[src/common/cmh_params.svh]
// Purpose: constants for the can mailbox message handler
// Assumes: 8 mailboxes, AHB-Lite register access
// Notes: Operation list below
// Operation
// - lowest-numbered eligible receive mailbox takes message
// - priority ignored for receive modes
// - full plain receive mailbox passes message on
// - transmit mode starts with ready set
// - transfer request clears ready until sent/aborted
// - pending interrupt while ready, masked per mailbox
// - remote bit requests remote frame
// - smallest priority value transmits first
// - equal priority, lowest mailbox first
// - global transfer command raises several requests
// - abort per mailbox or global abort command
// - abort on bus sets ready only
// - lost arbitration retried automatically
// - retry disabled aborts after first failure
// - producer sends only after remote frame
// - producer remote frame while ready sets ignored
// - consumer sends remote frame, ready on answer
// - consumer keeps first answer, flags later ones that no other mailbox takes
// - eight independent mailboxes
// - receive transfer request rearms mailbox
`ifndef CMH_PARAMS_SVH
`define CMH_PARAMS_SVH
`define CMH_NUM_MB 8
`define CMH_MB_STRIDE 12'h020
`define CMH_MB_BASE 12'h200
`define CMH_OFF_MR 12'h000
`define CMH_OFF_IMR 12'h00C
`define CMH_OFF_IER 12'h004
`define CMH_OFF_IDR 12'h008
`define CMH_OFF_TCR 12'h024
`define CMH_OFF_ACR 12'h028
`define CMH_MB_MMR 5'h00
`define CMH_MB_MSR 5'h10
`define CMH_MB_MDL 5'h14
`define CMH_MB_MDH 5'h18
`define CMH_MB_MCR 5'h1C
`define CMH_MR_RETRY_DISABLE 7
`define CMH_MMR_PRI_LSB 16
`define CMH_MMR_MOT_LSB 24
`define CMH_MCR_DLC_LSB 16
`define CMH_MCR_RTR 20
`define CMH_MCR_ACR 22
`define CMH_MCR_TCR 23
`define CMH_MSR_ABT 22
`define CMH_MSR_RDY 23
`define CMH_MSR_MMI 24
`define CMH_MSR_RTR 20
`define CMH_MSR_DLC_LSB 16
`endif

[src/common/cmh_pkg.sv]
// Purpose: types for the can mailbox message handler
// Assumes: included constants
// Notes: mode codes are local
package cmh_pkg;
  typedef enum logic [2:0] {
    CMH_MOT_DIS = 3'b000,
    CMH_MOT_RX = 3'b001,
    CMH_MOT_RXOVR = 3'b010,
    CMH_MOT_TX = 3'b011,
    CMH_MOT_CONS = 3'b100,
    CMH_MOT_PROD = 3'b101
  } cmh_mot_t;
  typedef struct packed {
    logic valid;
    logic [2:0] mb;
    logic rtr;
    logic [3:0] dlc;
    logic [63:0] data;
  } cmh_frame_t;
endpackage : cmh_pkg

[src/rtl/cmh_pick.sv]
`timescale 1ns/1ns
// Purpose: choose lowest index, optionally by priority key
// Assumes: key zero when priority unused
// Notes: combinational, less-or-equal compare scanning downward keeps low index on ties
module cmh_pick #(
  parameter int N = 8
) (
  input wire logic [N-1:0] req,
  input wire logic [N*4-1:0] key,
  output logic found,
  output logic [$clog2(N)-1:0] idx
);
  // scan from top so lower index with equal key wins
  always_comb begin
    logic [3:0] best;
    best = 4'hF;
    found = 1'b0;
    idx = '0;
    for (int i = N - 1; i >= 0; i--) begin
      if (req[i] && (!found || key[i*4 +: 4] <= best)) begin
        found = 1'b1;
        best = key[i*4 +: 4];
        idx = i[$clog2(N)-1:0];
      end
    end
  end
endmodule : cmh_pick

[src/rtl/cmh_ahb.sv]
`timescale 1ns/1ns
// Purpose: ahb-lite slave front end, zero wait state
// Assumes: single word transfers
// Notes: write strobe issued in data phase
module cmh_ahb (
  input wire logic hclk,
  input wire logic hresetn,
  input wire logic hsel,
  input wire logic [11:0] haddr,
  input wire logic [1:0] htrans,
  input wire logic hwrite,
  input wire logic hready,
  output logic hreadyout,
  output logic hresp,
  output logic wr_en,
  output logic rd_en,
  output logic [11:0] addr
);
  logic wr_q;
  logic rd_q;
  logic [11:0] addr_q;
  wire take = hsel && hready && htrans[1];
  // latch address phase
  always_ff @(posedge hclk or negedge hresetn) begin
    if (!hresetn) begin
      wr_q <= 1'b0;
      rd_q <= 1'b0;
      addr_q <= 12'h000;
    end else begin
      wr_q <= take && hwrite;
      rd_q <= take && !hwrite;
      addr_q <= take ? haddr : addr_q;
    end
  end
  assign hreadyout = 1'b1;
  assign hresp = 1'b0;
  assign wr_en = wr_q;
  assign rd_en = rd_q;
  assign addr = addr_q;
endmodule : cmh_ahb

[src/rtl/cmh_top.sv]
`timescale 1ns/1ns
// Purpose: mailbox handling: receive chaining, transmit arbitration, abort, remote frames
// Assumes: protocol engine offers one frame at a time and reports win/loss/done
// Notes: acceptance filtering is done by the engine; it flags matching mailboxes
`include "cmh_params.svh"
module cmh_top
  import cmh_pkg::*;
#(
  parameter int NMB = `CMH_NUM_MB
) (
  input wire logic hclk,
  input wire logic hresetn,
  input wire logic hsel,
  input wire logic [11:0] haddr,
  input wire logic [1:0] htrans,
  input wire logic hwrite,
  input wire logic [2:0] hsize,
  input wire logic hready,
  input wire logic [31:0] hwdata,
  output logic [31:0] hrdata,
  output logic hreadyout,
  output logic hresp,
  input wire logic rx_valid,
  input wire logic [NMB-1:0] rx_match,
  input wire logic rx_rtr,
  input wire logic [3:0] rx_dlc,
  input wire logic [63:0] rx_data,
  input wire logic eng_idle,
  output cmh_frame_t tx_frame,
  input wire logic tx_take,
  input wire logic tx_won,
  input wire logic tx_lost,
  input wire logic tx_done,
  output logic [NMB-1:0] mb_irq
);
  localparam int IW = $clog2(NMB);
  logic wr_en;
  logic rd_en;
  logic [11:0] addr;
  cmh_ahb u_ahb (
    .hclk(hclk),
    .hresetn(hresetn),
    .hsel(hsel),
    .haddr(haddr),
    .htrans(htrans),
    .hwrite(hwrite),
    .hready(hready),
    .hreadyout(hreadyout),
    .hresp(hresp),
    .wr_en(wr_en),
    .rd_en(rd_en),
    .addr(addr)
  );
  // per mailbox state
  cmh_mot_t mot_q [NMB];
  logic [3:0] pri_q [NMB];
  logic [NMB-1:0] rdy_q;
  logic [NMB-1:0] mmi_q;
  logic [NMB-1:0] abt_q;
  logic [NMB-1:0] pend_q;
  logic [NMB-1:0] rtr_q;
  logic [NMB-1:0] got_rf_q;
  logic [3:0] dlc_q [NMB];
  logic [63:0] data_q [NMB];
  logic [NMB-1:0] imr_q;
  logic retry_disable_q;
  // engine-facing transfer state
  logic busy_q;
  logic onbus_q;
  logic [IW-1:0] cur_q;
  logic [31:0] hrdata_q;
  // address decode
  wire is_mb = addr >= `CMH_MB_BASE && addr < (`CMH_MB_BASE + 12'(NMB) * `CMH_MB_STRIDE);
  wire [11:0] mb_off = addr - `CMH_MB_BASE;
  wire [IW-1:0] amb = mb_off[5 +: IW];
  wire [4:0] areg = mb_off[4:0];
  wire w_mr = wr_en && addr == `CMH_OFF_MR;
  wire w_ier = wr_en && addr == `CMH_OFF_IER;
  wire w_idr = wr_en && addr == `CMH_OFF_IDR;
  wire w_tcr = wr_en && addr == `CMH_OFF_TCR;
  wire w_acr = wr_en && addr == `CMH_OFF_ACR;
  wire w_mmr = wr_en && is_mb && areg == `CMH_MB_MMR;
  wire w_mcr = wr_en && is_mb && areg == `CMH_MB_MCR;
  wire w_mdl = wr_en && is_mb && areg == `CMH_MB_MDL;
  wire w_mdh = wr_en && is_mb && areg == `CMH_MB_MDH;
  wire r_msr = rd_en && is_mb && areg == `CMH_MB_MSR;
  // command vectors: global and per-mailbox combined
  logic [NMB-1:0] tcr_vec;
  logic [NMB-1:0] acr_vec;
  logic [NMB-1:0] rtr_req;
  always_comb begin
    tcr_vec = w_tcr ? hwdata[NMB-1:0] : '0;
    acr_vec = w_acr ? hwdata[NMB-1:0] : '0;
    rtr_req = '0;
    if (w_mcr) begin
      tcr_vec[amb] = tcr_vec[amb] | hwdata[`CMH_MCR_TCR];
      acr_vec[amb] = acr_vec[amb] | hwdata[`CMH_MCR_ACR];
      rtr_req[amb] = hwdata[`CMH_MCR_RTR];
    end
  end
  // receive acceptance: full plain receive/consumer boxes refuse; producers take remote frames even when ready
  logic [NMB-1:0] rx_elig;
  logic [NMB*4-1:0] zero_key;
  always_comb begin
    zero_key = '0; // priority has no say in reception
    for (int i = 0; i < NMB; i++) begin
      unique case (mot_q[i])
        CMH_MOT_RX: rx_elig[i] = rx_match[i] && !rx_rtr && !rdy_q[i];
        CMH_MOT_RXOVR: rx_elig[i] = rx_match[i] && !rx_rtr;
        CMH_MOT_CONS: rx_elig[i] = rx_match[i] && !rx_rtr && got_rf_q[i] && !rdy_q[i];
        CMH_MOT_PROD: rx_elig[i] = rx_match[i] && rx_rtr;
        default: rx_elig[i] = 1'b0;
      endcase
    end
  end
  logic rx_found;
  logic [IW-1:0] rx_idx;
  cmh_pick #(.N(NMB)) u_rx_pick (
    .req(rx_elig),
    .key(zero_key),
    .found(rx_found),
    .idx(rx_idx)
  );
  // matching messages refused because a box is still full
  logic [NMB-1:0] rx_lost;
  always_comb begin
    for (int i = 0; i < NMB; i++) begin
      rx_lost[i] = rx_valid && !rx_found && rx_match[i] && !rx_rtr && rdy_q[i] &&
                   (mot_q[i] == CMH_MOT_RX || mot_q[i] == CMH_MOT_CONS);
    end
  end
  wire rx_hit = rx_valid && rx_found;
  wire rx_prod = rx_hit && mot_q[rx_idx] == CMH_MOT_PROD;
  // transmit candidates: producers only once a remote frame came
  logic [NMB-1:0] tx_elig;
  logic [NMB*4-1:0] tx_key;
  always_comb begin
    for (int i = 0; i < NMB; i++) begin
      tx_key[i*4 +: 4] = pri_q[i];
      tx_elig[i] = pend_q[i] && (mot_q[i] != CMH_MOT_PROD || got_rf_q[i]);
    end
  end
  logic tx_found;
  logic [IW-1:0] tx_idx;
  // re-picked every time the engine is free, so new urgent work pre-empts retries
  cmh_pick #(.N(NMB)) u_tx_pick (
    .req(tx_elig),
    .key(tx_key),
    .found(tx_found),
    .idx(tx_idx)
  );
  wire launch = tx_found && !busy_q && eng_idle;
  wire fin_ok = busy_q && tx_done;
  wire fin_lost = busy_q && tx_lost;
  wire consumer_cur = mot_q[cur_q] == CMH_MOT_CONS;
  // offered frame, registered
  always_ff @(posedge hclk or negedge hresetn) begin
    if (!hresetn) begin
      tx_frame <= '0;
    end else if (launch) begin
      tx_frame.valid <= 1'b1;
      tx_frame.mb <= 3'(tx_idx);
      tx_frame.rtr <= rtr_q[tx_idx] || mot_q[tx_idx] == CMH_MOT_CONS;
      tx_frame.dlc <= dlc_q[tx_idx];
      tx_frame.data <= data_q[tx_idx];
    end else if (tx_take || fin_ok || fin_lost || (busy_q && !pend_q[cur_q])) begin
      // an aborted box withdraws its offer; a frame already on the bus still completes
      tx_frame.valid <= 1'b0;
    end
  end
  // engine transfer tracking; on-bus once arbitration won
  always_ff @(posedge hclk or negedge hresetn) begin
    if (!hresetn) begin
      busy_q <= 1'b0;
      onbus_q <= 1'b0;
      cur_q <= '0;
    end else begin
      if (launch) begin
        busy_q <= 1'b1;
        cur_q <= tx_idx;
      end else if (fin_ok || fin_lost || (busy_q && !pend_q[cur_q])) begin
        busy_q <= 1'b0;
      end
      if (busy_q && tx_won) begin
        onbus_q <= 1'b1;
      end else if (!busy_q || fin_ok || fin_lost) begin
        onbus_q <= 1'b0;
      end
    end
  end
  // per-mailbox flags; hardware set beats software clear
  always_ff @(posedge hclk or negedge hresetn) begin
    if (!hresetn) begin
      rdy_q <= '0;
      mmi_q <= '0;
      abt_q <= '0;
      pend_q <= '0;
      rtr_q <= '0;
      got_rf_q <= '0;
      imr_q <= '0;
      retry_disable_q <= 1'b0;
      for (int i = 0; i < NMB; i++) begin
        mot_q[i] <= CMH_MOT_DIS;
        pri_q[i] <= 4'h0;
        dlc_q[i] <= 4'h0;
        data_q[i] <= 64'h0000_0000_0000_0000;
      end
    end else begin
      if (w_mr) retry_disable_q <= hwdata[`CMH_MR_RETRY_DISABLE];
      if (w_ier) imr_q <= imr_q | hwdata[NMB-1:0];
      if (w_idr) imr_q <= imr_q & ~hwdata[NMB-1:0];
      if (w_mdl) data_q[amb][31:0] <= hwdata;
      if (w_mdh) data_q[amb][63:32] <= hwdata;
      for (int i = 0; i < NMB; i++) begin
        if (r_msr && amb == i[IW-1:0]) mmi_q[i] <= 1'b0;
        if (w_mmr && amb == i[IW-1:0]) begin
          mot_q[i] <= cmh_mot_t'(hwdata[`CMH_MMR_MOT_LSB +: 3]);
          pri_q[i] <= hwdata[`CMH_MMR_PRI_LSB +: 4];
          pend_q[i] <= 1'b0;
          abt_q[i] <= 1'b0;
          got_rf_q[i] <= 1'b0;
          // transmit and producer start ready, others start empty
          rdy_q[i] <= hwdata[`CMH_MMR_MOT_LSB +: 3] == CMH_MOT_TX ||
                      hwdata[`CMH_MMR_MOT_LSB +: 3] == CMH_MOT_PROD;
        end else if (tcr_vec[i] && mot_q[i] != CMH_MOT_DIS) begin
          rdy_q[i] <= 1'b0;
          abt_q[i] <= 1'b0;
          got_rf_q[i] <= 1'b0;
          if (mot_q[i] == CMH_MOT_TX || mot_q[i] == CMH_MOT_PROD ||
              mot_q[i] == CMH_MOT_CONS) begin
            pend_q[i] <= 1'b1;
            if (w_mcr && amb == i[IW-1:0]) begin
              dlc_q[i] <= hwdata[`CMH_MCR_DLC_LSB +: 4];
              rtr_q[i] <= rtr_req[i] && mot_q[i] == CMH_MOT_TX;
            end
          end
        end else if (acr_vec[i] && pend_q[i]) begin
          pend_q[i] <= 1'b0;
          rdy_q[i] <= 1'b1;
          abt_q[i] <= !(busy_q && onbus_q && cur_q == i[IW-1:0]);
        end
        // received frame lands in the chosen box
        if (rx_hit && rx_idx == i[IW-1:0]) begin
          if (mot_q[i] == CMH_MOT_PROD) begin
            if (rdy_q[i]) mmi_q[i] <= 1'b1;
            else got_rf_q[i] <= 1'b1;
          end else begin
            if (rdy_q[i]) mmi_q[i] <= 1'b1; // overwrite drops older
            rdy_q[i] <= 1'b1;
            dlc_q[i] <= rx_dlc;
            data_q[i] <= rx_data;
            got_rf_q[i] <= 1'b0;
          end
        end
        if (rx_lost[i]) mmi_q[i] <= 1'b1;
        // transfer end for the current box
        if (busy_q && cur_q == i[IW-1:0] && pend_q[i]) begin
          if (fin_ok) begin
            pend_q[i] <= 1'b0;
            if (consumer_cur) got_rf_q[i] <= 1'b1; // wait for answer
            else rdy_q[i] <= 1'b1;
          end else if (fin_lost && retry_disable_q) begin
            pend_q[i] <= 1'b0;
            rdy_q[i] <= 1'b1;
            abt_q[i] <= 1'b1;
          end // otherwise stays pending for retry
        end
      end
    end
  end
  // read mux, combinational; unmapped reads give zero
  logic [31:0] rd_d;
  always_comb begin
    rd_d = 32'h0000_0000;
    if (addr == `CMH_OFF_MR) rd_d[`CMH_MR_RETRY_DISABLE] = retry_disable_q;
    else if (addr == `CMH_OFF_IMR) rd_d[NMB-1:0] = imr_q;
    else if (is_mb) begin
      unique case (areg)
        `CMH_MB_MMR: begin
          rd_d[`CMH_MMR_MOT_LSB +: 3] = mot_q[amb];
          rd_d[`CMH_MMR_PRI_LSB +: 4] = pri_q[amb];
        end
        `CMH_MB_MSR: begin
          rd_d[`CMH_MSR_RDY] = rdy_q[amb];
          rd_d[`CMH_MSR_MMI] = mmi_q[amb];
          rd_d[`CMH_MSR_ABT] = abt_q[amb];
          rd_d[`CMH_MSR_RTR] = rtr_q[amb];
          rd_d[`CMH_MSR_DLC_LSB +: 4] = dlc_q[amb];
        end
        `CMH_MB_MDL: rd_d = data_q[amb][31:0];
        `CMH_MB_MDH: rd_d = data_q[amb][63:32];
        default: rd_d = 32'h0000_0000;
      endcase
    end
  end
  // data phase is the cycle after address phase, so sample the live decode there
  assign hrdata = rd_en ? rd_d : 32'h0000_0000;
  // level interrupt per mailbox while ready and unmasked
  assign mb_irq = rdy_q & imr_q;
endmodule : cmh_top

[config.mk]
export PLATFORM = sky130hd
export DESIGN_NAME = cmh_top
export DESIGN_NICKNAME = d
export VERILOG_FILES = /design/src/common/cmh_pkg.sv /design/src/rtl/cmh_pick.sv /design/src/rtl/cmh_ahb.sv /design/src/rtl/cmh_top.sv
export VERILOG_INCLUDE_DIRS = /design/src /design/src/common
export SDC_FILE = /design/constraint.sdc
export NUM_CORES = 2
export LEC_CHECK = 0
export BUFFER_PORTS_ARGS = -buffer_cell sky130_fd_sc_hd__buf_4
export CORE_MARGIN = 3
export CORE_UTILIZATION = 55
export DETAILED_ROUTE_END_ITERATION = 8
export PLACE_DENSITY = 0.75
export SYNTH_ARGS = -nofsm -noshare
export SYNTH_HDL_FRONTEND = slang
export SYNTH_SLANG_ARGS = --single-unit
[constraint.sdc]
create_clock -name hclk -period 11.8 [get_ports hclk]
set_clock_uncertainty 0.15 [all_clocks]
set_input_delay 1.77 -clock hclk [delete_from_list [all_inputs] [get_ports hclk]]
set_output_delay 1.77 -clock hclk [all_outputs]
set_load 0.03 [all_outputs]
==> run metrics <==
outcome=complete, but fails checks; failing checks=setup timing; Top FF cell, synth=dfrtp_1; GR Util All Layers=0.3873; Clock Sinks=746; Post-Syn Nets=around 4,800; area leader, netlist=dfrtp_1; Seq/Total Area, Yosys=0.4126; crit path DAT=12.35 ns; yosys warns=0; fin crit period=around 12 ns; top-area cell type share of the netlist area=0.4126; Initial Utilization=0.5580; power density over cell area=147.4 nW/um2; Fmax=83.50 MHz; non-filler cells, final=5,907; critical-path maximum fanout=8; Clock Pin Slew Worst Setup and Hold Paths=0.06 ns; layout cell share with drive strength beyond 1=0.2077; #FFs+latches synth=between 700 and 800; DRT iter0 DRCs=around 5,400; area grow syn2layout=17.32%; Slowest Stage Delay on Critical Path=roughly 0.39 ns; H-tree levels=3; DR vias/cell=about 7; VDD IR max=0.1214 mV; worst path required time=between 10 and 15 ns; Max Root-Sink Buffers=3; total wire length=173.9 mm; GPL Wtd Cong=1.000; nets=a little under 5,000; crit start category=flip-flop; drc violations=0; CP dominant cell by count=ha_4; FP Rows=around 100; Least-Margin Pin Slew=~1.2 ns; Cell Area, Synth=approximately 45,000 um2; clock root cell=clkbuf_16; Netlist cell types=77; Placeable Area=81,070 um2; FILL cells=roughly 6,100; Hold Crit Class=reg2reg; Max Slew Vio Count=0; Die X=slightly below 300 um; drt wl/cell=29.43 um; Num CTS Buffers=84; final setup fails=69; worst-path cell with the longest stage delay=dfrtp_1; CTS tree=yes; Via Count=between 40,000 and 50,000; synth top area cells=dfrtp_1, mux2i_1, mux4_2, nand2_1, a21oi_1; asr flop ratio synth=1.000; IO Pins=252; fin area=53,080 um2; DP Cell Count=5,673; Die H=292.8 um; post-synthesis average cell area=a little under 10 um2; Final Hold Viols=0; slew margin rel.=0.2115; footprint of the multi-input gates=roughly 25,000 um2; Final period util=1.015; Worst path top cell family by delay=compound AO/OA/AOI/OAI gates; Util after Layout=0.6547; max-cap viol count=0; full die area=85,730 um2; largest net degree at the start of global routing=around 170; DP Worst Slack=-0.7171 ns; first-pass GRT wire length=250.2 mm; EDFF count, synth=0; Worst setup EP type=flip-flop; Reg area=between 15,000 and 20,000 um2; critical setup path kind=reg2reg; ANT nets after route=0; I/O Buffers=between 200 and 250; GRT overflow=0; clk_lat worst skew=roughly 0.66 ns; Area after DPL=48,260 um2; initial antenna violation count=18; Buf+Inv Stages, Crit Path=9; Mapped Cells=approximately 4,700; RSZ-0062 raised after global routing=yes; Final HPWL DP=about 98 mm; DR pass1 iterations=7; worst setup margin=-0.1754 ns; Leak=21.42 nW; number of global-route vias before repair=39,080
Yosys cell counts (7+ instances only):
cell and number:
mux2i_1 755, dfrtp_1 746, nand2_1 668, a21oi_1 462
nor2_1 401, o21ai_0 342, clkbuf_1 311, mux4_2 162
o22ai_1 106, mux2_2 71, a2111o_1 69, clkbuf_2 54
buf_2 52, buf_1 44, inv_1 40, nand3_1 32
nor3_1 26, ha_1 23, o22a_1 22, nor2b_1 21
a22o_1 20, and2_1 19, nand2b_1 15, nand4_1 13
nand3b_1 12, o31ai_1 12, a22oi_1 11, o21a_1 11
or3_1 11, a21o_1 10, nor4b_1 10, a31oi_1 9
o211ai_1 8, a211oi_1 7, buf_6 7, nor3b_1 7
or2_2 7
stage by stage:
step,power [mW],TNS (ns),hold WS (ns)
after floorplan,4.441,0,0.3099
after global placement,4.934,-32.99,0.3334
after detailed placement,5.009,-44.48,0.3349
after CTS,7.733,0,0.3491
after global routing,8.094,-38.32,0.3743
final,7.824,-5.782,0.3486
report_power, final:
group	total [mW]	internal, mW	switching (mW)
Sequential	3.40	2.96	0.439
Combinational	1.68	0.817	0.862
Clock	2.75	1.58	1.17
Total	7.82	5.36	2.47
path summary, 6_finish.rpt:
| path | depth (start not counted) | endpoint | from | slack, ns |
|---|---|---|---|---|
| min in group asynchronous | 1 | u_ahb.addr[2] | hresetn | 1.09 |
| setup reg to reg | 65 | tx_frame[60] | got_rf_q[7] | -0.18 |
| hold reg to reg | 1 | tx_frame[53] | tx_frame[53] | 0.35 |
| hold / removal | 1 | tx_frame[53] | tx_frame[53] | 0.35 |
| setup / recovery | 65 | tx_frame[60] | got_rf_q[7] | -0.18 |
| max in group asynchronous | 3 | data_q[364] | hresetn | 8.00 |
final cells by class:
class,instances,share of cell area
antenna,14,0.0006601
clock buffer,127,0.04757
clock inverter,28,0.006436
inverter,40,0.002876
multi-input combinational,3427,0.4795
sequential,746,0.3519
tap,1060,0.02499
timing repair buffer,465,0.08607
registers in the layout, indices dropped and copies added (netlist names), 3 cells and up, named ones only:
signal	flops
got_rf_q	8
pri_q	32
mmi_q	8
mot_q	24
tx_frame	70
data_q	512
rtr_q	8
pend_q	8
rdy_q	8
u_ahb.addr	12
dlc_q	32
abt_q	8
cur_q	3
cell families (layout without fill, tap and decap cells):
logic type / count (synthesis) / after routing / synth area share
compound gates: 1143 / 1143 / 0.1508
xor+xnor: 7 / 7 / 0.001355
fa+ha+maj: 24 / 24 / 0.006583
buf+inv: 511 / 660 / 0.04674
flops: 746 / 746 / 0.4126
mux: 989 / 989 / 0.2657
other cells: 2 / 16 / 0.0001660
simple gates: 1262 / 1262 / 0.1160
cell usage in the layout, fill, tap and decap left out, drive strengths merged, types with 14 or more instances in the layout:
cell type and instances:
a2111o 69, a21oi 462, a22o 20, and2 20, buf 452, clkbuf 140, clkinv 15, dfrtp 746
diode 14, ha 23, inv 47, mux2 72, mux2i 755, mux4 162, nand2 668, nand2b 15
nand3 32, nor2 401, nor2b 21, nor3 27, o21ai 348, o22a 22, o22ai 106, o31ai 14
what timing repair did:
action                                  4_1_cts  5_1_grt
cloned                                       12       16
buffers inserted                             28       16
resized for setup                            70      146
hold buffers                                  0        0
endpoints found under the setup margin       72       72
pin swaps                                    46      115
per-layer routing:
metal / share of wire / up-vias / wire length, um / global-route usage
met5: 0.00078 / - / 135 / 0
li1: - / 17050 / - / -
met2: 0.43 / 3026 / 75270 / 0.5746
met4: 0.072 / 12 / 12480 / 0.2422
met1: 0.35 / 19670 / 61710 / 0.4970
met3: 0.14 / 790 / 24270 / 0.1195
Power figures use the tool's default switching activity.
